$ cat src/irq_unit_defines.svh
`ifndef IRQ_UNIT_DEFINES_SVH
`define IRQ_UNIT_DEFINES_SVH
`define NUM_SRC 18
`define VEC_BASE 16'h0003
`define VEC_STEP 16'h0008
`define OFS_ENABLE 8'h00
`define OFS_PRIORITY 8'h04
`define OFS_PEND_SET 8'h08
`define OFS_PEND_CLR 8'h0C
`define OFS_STATUS 8'h10
`define GLOBAL_BIT 31
`define RST_ENABLE 18'h00000
`define RST_PRIORITY 18'h00000
`define AUTO_CLR_MASK 18'h1000F
`define DETECT_CYCLES 1
`define CALL_CYCLES 4
`endif

$ cat src/irq_unit_pkg.sv
package irq_unit_pkg;
  typedef logic [17:0] src_vec_t;
  typedef logic [4:0] src_idx_t;
  typedef enum logic {
    LEVEL_LOW,
    LEVEL_HIGH
  } level_e;
endpackage

$ cat src/irq_unit.sv
`include "irq_unit_defines.svh"
module irq_unit
  import irq_unit_pkg::*;
(
  input wire logic i_clock,
  input wire logic i_reset_n,
  input wire logic i_psel,
  input wire logic i_penable,
  input wire logic i_pwrite,
  input wire logic [31:0] i_paddr,
  input wire logic [31:0] i_pwdata,
  input wire logic [31:0] i_pstrb_unused,
  input wire logic [17:0] i_src_event,
  input wire logic [17:0] i_periph_flag,
  input wire logic i_instr_done,
  input wire logic i_return_from_service,
  output logic o_pready,
  output logic [31:0] o_prdata,
  output logic o_pslverr,
  output logic o_long_subroutine_call,
  output logic [15:0] o_call_vector,
  output logic [1:0] o_in_service
);

  ////////////////////////////////////////////////////////////////////////
  // registers
  src_vec_t enable_q;
  src_vec_t prio_q;
  src_vec_t pend_q;
  logic global_irq_allow_q;
  logic ins_lo_q;
  logic ins_hi_q;
  logic hold_q;
  logic cand_valid_q;
  logic cand_hi_q;
  src_idx_t cand_idx_q;
  logic pready_q;
  logic [31:0] prdata_q;
  logic pslverr_q;
  logic call_q;
  logic [15:0] vector_q;

  logic access;
  logic wr_en;
  logic [7:0] ofs;
  logic mapped;
  src_vec_t req;
  src_vec_t req_hi;
  src_vec_t req_lo;
  logic grant;
  src_vec_t grant_mask;
  src_vec_t sw_set;
  src_vec_t sw_clr;

  ////////////////////////////////////////////////////////////////////////
  // apb decode; one wait state keeps every answer registered
  assign access = i_psel && i_penable && !pready_q;
  assign wr_en = access && i_pwrite;
  assign ofs = i_paddr[7:0];
  assign mapped = (i_paddr[31:8] == 24'h000000) &&
                  (ofs == `OFS_ENABLE || ofs == `OFS_PRIORITY ||
                   ofs == `OFS_PEND_SET || ofs == `OFS_PEND_CLR ||
                   ofs == `OFS_STATUS);

  // bus answer and read mux
  always_ff @(posedge i_clock or negedge i_reset_n) begin
    if (!i_reset_n) begin
      pready_q <= 1'b0;
      prdata_q <= 32'h00000000;
      pslverr_q <= 1'b0;
    end else begin
      pready_q <= access;
      pslverr_q <= access && !mapped;
      prdata_q <= 32'h00000000;
      if (access && !i_pwrite) begin
        case (ofs)
          `OFS_ENABLE: prdata_q <= {global_irq_allow_q, 13'h0000, enable_q};
          `OFS_PRIORITY: prdata_q <= {14'h0000, prio_q};
          `OFS_PEND_SET: prdata_q <= {14'h0000, pend_q | i_periph_flag};
          `OFS_STATUS: prdata_q <= {28'h0000000, hold_q, cand_valid_q,
                                    ins_hi_q, ins_lo_q};
          default: prdata_q <= 32'h00000000;
        endcase
      end
    end
  end

  ////////////////////////////////////////////////////////////////////////
  // enable and priority configuration
  always_ff @(posedge i_clock or negedge i_reset_n) begin
    if (!i_reset_n) begin
      enable_q <= `RST_ENABLE;
      global_irq_allow_q <= 1'b0;
      prio_q <= `RST_PRIORITY;
    end else if (wr_en) begin
      if (ofs == `OFS_ENABLE) begin
        enable_q <= i_pwdata[17:0];
        global_irq_allow_q <= i_pwdata[`GLOBAL_BIT];
      end
      if (ofs == `OFS_PRIORITY) begin
        prio_q <= i_pwdata[17:0];
      end
    end
  end

  ////////////////////////////////////////////////////////////////////////
  // pending flags; a set always wins over a clear in the same cycle
  assign sw_set = (wr_en && ofs == `OFS_PEND_SET) ? i_pwdata[17:0] : 18'h00000;
  assign sw_clr = (wr_en && ofs == `OFS_PEND_CLR) ? i_pwdata[17:0] : 18'h00000;

  always_ff @(posedge i_clock or negedge i_reset_n) begin
    if (!i_reset_n) begin
      pend_q <= 18'h00000;
    end else begin
      // auto-clear on vectoring for selected sources
      pend_q <= (pend_q & ~sw_clr & ~(grant_mask & `AUTO_CLR_MASK))
                | i_src_event | sw_set;
    end
  end

  ////////////////////////////////////////////////////////////////////////
  // request forming
  // flags of one source ORed
  assign req = (pend_q | i_periph_flag) & enable_q
               & {`NUM_SRC{global_irq_allow_q}};
  assign req_hi = req & prio_q;
  assign req_lo = req & ~prio_q;

  // lowest set index of a source vector
  function automatic src_idx_t first_set(input src_vec_t v);
    src_idx_t idx;
    idx = 5'h00;
    for (int i = `NUM_SRC - 1; i >= 0; i--) begin
      if (v[i]) begin
        idx = 5'(i);
      end
    end
    return idx;
  endfunction

  always_ff @(posedge i_clock or negedge i_reset_n) begin
    if (!i_reset_n) begin
      cand_valid_q <= 1'b0;
      cand_hi_q <= 1'b0;
      cand_idx_q <= 5'h00;
    end else begin
      if (|req_hi) begin
        cand_valid_q <= !ins_hi_q;
        cand_hi_q <= 1'b1;
        cand_idx_q <= first_set(req_hi);
      end else begin
        cand_valid_q <= (|req_lo) && !ins_hi_q && !ins_lo_q;
        cand_hi_q <= 1'b0;
        cand_idx_q <= first_set(req_lo);
      end
    end
  end

  ////////////////////////////////////////////////////////////////////////
  // vectoring; the cpu spends four more cycles on the call itself
  // call at instruction boundary
  assign grant = cand_valid_q && i_instr_done && !hold_q && !call_q
                 && !(cand_hi_q ? ins_hi_q : (ins_hi_q || ins_lo_q));
  always_comb begin
    grant_mask = 18'h00000;
    if (grant) begin
      grant_mask[cand_idx_q] = 1'b1;
    end
  end

  // call pulse and vector
  // async reset overrides any call
  always_ff @(posedge i_clock or negedge i_reset_n) begin
    if (!i_reset_n) begin
      call_q <= 1'b0;
      vector_q <= 16'h0000;
    end else begin
      call_q <= grant;
      if (grant) begin
        vector_q <= `VEC_BASE + `VEC_STEP * {11'h000, cand_idx_q};
      end
    end
  end

  always_ff @(posedge i_clock or negedge i_reset_n) begin
    if (!i_reset_n) begin
      hold_q <= 1'b0;
    end else if (i_return_from_service) begin
      hold_q <= 1'b1;
    end else if (i_instr_done) begin
      hold_q <= 1'b0;
    end
  end

  always_ff @(posedge i_clock or negedge i_reset_n) begin
    if (!i_reset_n) begin
      ins_lo_q <= 1'b0;
      ins_hi_q <= 1'b0;
    end else if (grant) begin
      if (cand_hi_q) begin
        ins_hi_q <= 1'b1;
      end else begin
        ins_lo_q <= 1'b1;
      end
    end else if (i_return_from_service) begin
      // return ends the innermost level only
      if (ins_hi_q) begin
        ins_hi_q <= 1'b0;
      end else begin
        ins_lo_q <= 1'b0;
      end
    end
  end

  assign o_pready = pready_q;
  assign o_prdata = prdata_q;
  assign o_pslverr = pslverr_q;
  assign o_long_subroutine_call = call_q;
  assign o_call_vector = vector_q;
  assign o_in_service = {ins_hi_q, ins_lo_q};

  ////////////////////////////////////////////////////////////////////////
  // assertions
  property p_prio_reset;
    @(posedge i_clock) !$past(i_reset_n) |-> prio_q == 18'h00000;
  endproperty
  a_prio_reset: assert property (p_prio_reset) else $error("priority not low after reset");

  property p_global;
    @(posedge i_clock) disable iff (!i_reset_n)
      call_q |-> $past(global_irq_allow_q, 2);
  endproperty
  a_global: assert property (p_global) else $error("call with global allow off");

  property p_vector;
    @(posedge i_clock) disable iff (!i_reset_n)
      call_q |-> vector_q == 16'h0003 + 16'h0008 * {11'h000, $past(cand_idx_q)};
  endproperty
  a_vector: assert property (p_vector) else $error("wrong vector");

  property p_hi_first;
    @(posedge i_clock) disable iff (!i_reset_n)
      (|req_hi && !ins_hi_q) |=> cand_hi_q && cand_valid_q;
  endproperty
  a_hi_first: assert property (p_hi_first) else $error("high request lost arbitration");

  property p_order;
    @(posedge i_clock) disable iff (!i_reset_n)
      (|req_hi) |=> cand_idx_q == first_set($past(req_hi));
  endproperty
  a_order: assert property (p_order) else $error("wrong fixed order");

  property p_no_preempt_hi;
    @(posedge i_clock) disable iff (!i_reset_n)
      call_q |-> !$past(ins_hi_q);
  endproperty
  a_no_preempt_hi: assert property (p_no_preempt_hi) else $error("high service preempted");

  property p_hold;
    @(posedge i_clock) disable iff (!i_reset_n)
      i_return_from_service ##1 !i_instr_done |-> !call_q ##1 !call_q;
  endproperty
  a_hold: assert property (p_hold) else $error("call before one instruction");

  property p_marker;
    @(posedge i_clock) disable iff (!i_reset_n)
      grant && cand_hi_q |=> ins_hi_q && call_q;
  endproperty
  a_marker: assert property (p_marker) else $error("high marker not set");

  property p_autoclr;
    @(posedge i_clock) disable iff (!i_reset_n)
      grant && cand_idx_q == 5'h00 && !i_src_event[0] && !sw_set[0] |=> !pend_q[0];
  endproperty
  a_autoclr: assert property (p_autoclr) else $error("flag not auto-cleared");

  // idle unit answers a fresh request at the first free boundary
  property p_best_case;
    @(posedge i_clock) disable iff (!i_reset_n)
      (|req) && !ins_hi_q && !ins_lo_q && !grant ##1 (i_instr_done && !hold_q && !call_q) |=> call_q;
  endproperty
  a_best_case: assert property (p_best_case) else $error("fast response missed");

  property p_global_mask;
    @(posedge i_clock) disable iff (!i_reset_n)
      !global_irq_allow_q |=> !cand_valid_q;
  endproperty
  a_global_mask: assert property (p_global_mask) else $error("candidate with global allow off");

  property p_low_blocked;
    @(posedge i_clock) disable iff (!i_reset_n)
      ins_lo_q && !(|req_hi) |=> !cand_valid_q;
  endproperty
  a_low_blocked: assert property (p_low_blocked) else $error("low request not held off");

  property p_flag_set;
    @(posedge i_clock) disable iff (!i_reset_n)
      (|i_src_event) |=> (pend_q & $past(i_src_event)) == $past(i_src_event);
  endproperty
  a_flag_set: assert property (p_flag_set) else $error("event did not set flag");

  property p_sw_set;
    @(posedge i_clock) disable iff (!i_reset_n)
      (|sw_set) |=> (pend_q & $past(sw_set)) == $past(sw_set);
  endproperty
  a_sw_set: assert property (p_sw_set) else $error("software set lost");

  property p_reset_quiet;
    @(posedge i_clock) !$past(i_reset_n) |-> !call_q && !ins_hi_q && !ins_lo_q;
  endproperty
  a_reset_quiet: assert property (p_reset_quiet) else $error("service state after reset");

endmodule

$ cat config.mk
export PLATFORM = sky130hd
export DESIGN_NAME = irq_unit
export DESIGN_NICKNAME = d
export VERILOG_FILES = /design/src/irq_unit_pkg.sv /design/src/irq_unit.sv
export VERILOG_INCLUDE_DIRS = /design/src /design/src/src
export SDC_FILE = /design/constraint.sdc
export NUM_CORES = 1
export LEC_CHECK = 0
export ABC_AREA = 1
export BUFFER_PORTS_ARGS = -buffer_cell sky130_fd_sc_hd__buf_4
export CAP_MARGIN = 20
export CORE_ASPECT_RATIO = 1.4
export CORE_UTILIZATION = 53
export CTS_CLUSTER_DIAMETER = 30
export CTS_CLUSTER_SIZE = 14
export DETAILED_ROUTE_END_ITERATION = 10
export GPL_ROUTABILITY_DRIVEN = 0
export PLACE_DENSITY = 0.86
export SETUP_SLACK_MARGIN = 0.5
export SKIP_LAST_GASP = 1
export SYNTH_ARGS = -nofsm -noshare
export SYNTH_HDL_FRONTEND = slang
export SYNTH_SLANG_ARGS = --single-unit
$ cat constraint.sdc
create_clock -name i_clock -period 2.4 [get_ports i_clock]
set_input_delay 0.48 -clock i_clock [delete_from_list [all_inputs] [get_ports i_clock]]
set_output_delay 0.48 -clock i_clock [all_outputs]
set_load 0.05 [all_outputs]
==> flow_summary_export.csv <==
group,metric,value,unit
yosys,ys_ff_latch,93,
grt,track_usage,28.7,%
floorplan,die_area,9720,um^2
timing,post-route-period-util,79.2,%
setup_path,cp_max_fo,6,
place,postPlaceCellArea,5920,um^2
clock_network,cts_sinks,93,
setup_path,crit_chain,"nand2_2 -> nor3_2 -> nand2_1 -> nand2_1 -> nand2_1 -> nand2_1 -> nand2_1 -> nand2_1 -> nand2_1 -> nand2_1 -> nand2_1 -> nand2_1 -> nand2_1 -> nand2_1 -> nand2_1 -> nand2_1 -> nand2_1 -> nand2_1 -> nand2_1 -> nand2_1",
yosys,synth.distinct_cells,39,
finish,num_antenna_cells,0,
power,total_power,3.43,mW
grt,antenna_found_initial,0,
timing,fmax,526,MHz
yosys,yosysSeqAreaShare,47.1,%
yosys,synth_top_family_by_area,"simple AND/OR/NAND/NOR gates",
routing,top_layer,"met4",
timing,worst_pin_slew,0.557,ns
routing,wl_met3,909,um
clock_network,worstSkewPairLatency,0.34,ns
routing,met2WireLength,6800,um
status,run_status,"finished, final reports clean",
timing,slew_headroom,62.9,%
run,drv_cap,0,
yosys,synthAdderAreaFrac,0,%
timing,fin_skew,0.00563,ns
timing,hold_viol,0,
setup_path,cpMaxStageDelayCell,"dfrtp_2",
routing,drtIter0Drc,337,
floorplan,die_y,116,um
clock_network,numCtsBuffers,9,
setup_path,worst-r2r-setup-slack,0.50,ns
routing,first_pass_iters,5,
routing,wl,13400,um
finish,fill_cells,739,
yosys,synth_area,4940,um^2
setup_path,cp-end-kind,"flip-flop",
routing,drc_errors,0,
setup_path,cpMostUsedCell,"nand2_1",
clock_network,cts_hold_buffers,0,
place,placed_cells,833,
place,hpwl,9850,um
finish,fin_cells,848,
yosys,synth_xor_area_share,0,%
setup_path,crit_type,"reg -> reg",
yosys,syn_inst,608,
timing,setup_viol,0,
setup_path,crit_path_start_kind,"flip-flop",
timing,rsz0062_at_grt,"yes",
timing,setup_tns,0,ns
setup_path,crit_buf_inv,0,
routing,via_per_inst,5.57,
place,io_buffer_count,124,
power,p_leak,2.99,nW
routing,met1_length,5150,um
finish,design_area,6220,um^2
floorplan,start_util,54.7,%
floorplan,num_rows,41,
clock_network,root_buffer,"clkbuf_16",
setup_path,arrival,2.18,ns
yosys,synth_compound_area_share,12.2,%
worst_hold_path,hp-class,"in -> async",
grt,grt_first_pass_wirelength,21900,um
grt,grt_pass1_vias,4694,
power,ir_worst_vdd,656,uV
yosys,ys_warn_count,0,
setup_path,cpLargestDelayFamily,"simple AND/OR/NAND/NOR gates",
power,power.density,552,nW/um^2
setup_path,cp.required,2.68,ns
clock_network,cts_htree_levels,3,
routing,wl_per_cell,15.8,um
timing,timing.final.ws_setup,0.499,ns
clock_network,path_clk_slew,0.06,ns
finish,synthToLayoutAreaGrowth,25.8,%
floorplan,core,9030,um^2
setup_path,cpPeakStageDelay,0.45,ns
finish,drive_gt1_share,26.2,%
place,place_ws,0.251,ns
floorplan,chipWidth,83.6,um
yosys,muxShareOfSynthArea,0,%
timing,layout_min_cycle_time,1.90,ns
timing,drv_slew,0,
routing,vias,4722,
finish,finalNetCount,876,
yosys,synth_simple_gate_area_share,29.1,%
grt,grt_overflow,0,
routing,ant_nets,0,
clock_network,cts_tree,"built",
clock_network,clockBufferDepth,2,
yosys,syn_avg_cell_area,8.13,um^2
floorplan,pin_count,192,
grt,grt_max_degree,52,
==> cells in the mapped netlist (all sizes together) <==
cell	n	share of area, %
nand2	155	12
buf	39	5.9
a221oi	7	1.2
nor2	52	4.4
and3	1	0.13
or2	12	1.5
conb	1	0.076
nand3b	18	2.7
o31a	1	0.18
a32o	1	0.20
o31ai	4	0.61
clkbuf	4	0.30
inv	68	5.2
nor3	8	1.3
clkinv	2	0.15
a21oi	14	1.5
nor4	10	1.7
o22ai	6	0.76
a31oi	8	1.0
nand4	32	4.1
o211a	1	0.20
dfrtp	93	47
o21bai	1	0.15
o21ai	54	5.5
nand3	11	1.2
o221ai	5	0.89
==> sequential cells by signal, summed over array words and instances, names as in the netlist <==
register and count:
cand_hi_q 1, enable_q 18, cand_idx_q 5, global_irq_allow_q 1, prio_q 18, pend_q 18
ins_lo_q 1, cand_valid_q 1, o_pslverr 1, hold_q 1, o_pready 1, ins_hi_q 1
o_long_subroutine_call 1, o_prdata 19, o_call_vector 6
==> cells in the final DEF, fill, tap and decap left out, types with 2 or more instances in the layout <==
| master | synthesis | final |
|---|---|---|
| nor2_1 | 46 | 44 |
| conb_1 | 1 | 22 |
| dfrtp_1 | 93 | 92 |
| a21oi_1 | 13 | 13 |
| clkbuf_16 | 0 | 9 |
| nand2_1 | 150 | 150 |
| clkinv_2 | 0 | 2 |
| nor2_2 | 5 | 7 |
| nor3_2 | 3 | 2 |
| nand3_2 | 1 | 2 |
| o21ai_0 | 5 | 5 |
| nor3_1 | 4 | 4 |
| nand4_1 | 32 | 32 |
| clkbuf_1 | 4 | 3 |
| inv_1 | 62 | 62 |
| o31ai_1 | 4 | 4 |
| o21ai_1 | 49 | 49 |
| a221oi_1 | 7 | 7 |
| nand2_2 | 5 | 4 |
| inv_2 | 6 | 6 |
| buf_4 | 27 | 137 |
| nor4_1 | 8 | 7 |
| nor3_4 | 1 | 2 |
| or2_2 | 12 | 11 |
| buf_12 | 0 | 2 |
| nand3_1 | 10 | 9 |
| clkinv_1 | 2 | 2 |
| o221ai_1 | 5 | 5 |
| o22ai_1 | 6 | 6 |
| a31oi_1 | 8 | 8 |
| nor4_2 | 1 | 2 |
| nand3b_1 | 18 | 18 |
==> stage by stage <==
stage          util (%)  hold slack, ns
4_1_cts            68.6           0.136
2_1_floorplan         -           0.184
6_report           68.9           0.121
5_1_grt            68.9           0.169
3_5_place_dp       65.6           0.480
3_3_place_gp       65.6           0.466
==> per-layer routing <==
metal / track usage (%) / vias to the layer above
met4: 15.9 / 0
li1: - / 2234
met1: 33.2 / 2185
met5: 0 / -
met3: 5.80 / 46
met2: 50.4 / 257
==> path summary, 6_finish.rpt <==
path,end,from,cells past startpoint
setup / recovery,cand_idx_q[0]$_DFF_PN0_,global_irq_allow_q$_DFFE_PN0P_,20
hold / removal,o_prdata[16]$_DFF_PN0_,i_reset_n,1
setup reg to reg,cand_idx_q[0]$_DFF_PN0_,global_irq_allow_q$_DFFE_PN0P_,20
hold reg to reg,o_call_vector[7]$_DFFE_PN0P_,o_call_vector[7]$_DFFE_PN0P_,2
max in group asynchronous,global_irq_allow_q$_DFFE_PN0P_,i_reset_n,2
min in group i_clock,ins_hi_q$_DFFE_PN0P_,i_return_from_service,2
==> what timing repair did <==
action | 4_1_cts | 5_1_grt
pin swaps | 0 | 0
setup endpoints to repair | 3 | 18
gates resized for setup | 2 | 7
setup buffers | 0 | 0
==> cell type report <==
| class | instances | area [um^2] | area share, % |
|---|---|---|---|
| sequential | 93 | 2330 | 37.5 |
| clock buffer | 13 | 250 | 4.02 |
| tap | 107 | 134 | 2.15 |
| inverter | 70 | 263 | 4.23 |
| clock inverter | 2 | 10.0 | 0.161 |
| timing repair buffer | 140 | 1080 | 17.4 |
| multi-input combinational | 423 | 2150 | 34.6 |
==> logic make-up after synthesis <==
logic type,after synthesis
compound gates,102
other cells,1
buf+inv,113
flops,93
simple gates,299
==> worst reg2reg max path, cell delays in order (launching register included) <==
cell	delay, ns
dfrtp_2	0.45
nand2_2	0.11
nor3_2	0.25
nand2_1	0.07
nand2_1	0.06
nand2_1	0.05
nand2_1	0.05
nand2_1	0.05
nand2_1	0.06
nand2_1	0.05
nand2_1	0.06
nand2_1	0.06
nand2_1	0.06
nand2_1	0.05
nand2_1	0.05
nand2_1	0.06
nand2_1	0.06
nand2_1	0.05
nand2_1	0.06
nand2_1	0.05
nand2_1	0.07
==> report_power, final <==
group          internal [mW]  total [mW]  leakage [nW]  switching, mW
clock                  0.722        1.29         0.129          0.571
sequential              1.60        1.63          1.19         0.0253
combinational          0.184       0.510          1.67          0.326
total                   2.51        3.43          2.99          0.922
Note: power is estimated with default switching activity, not from simulation.
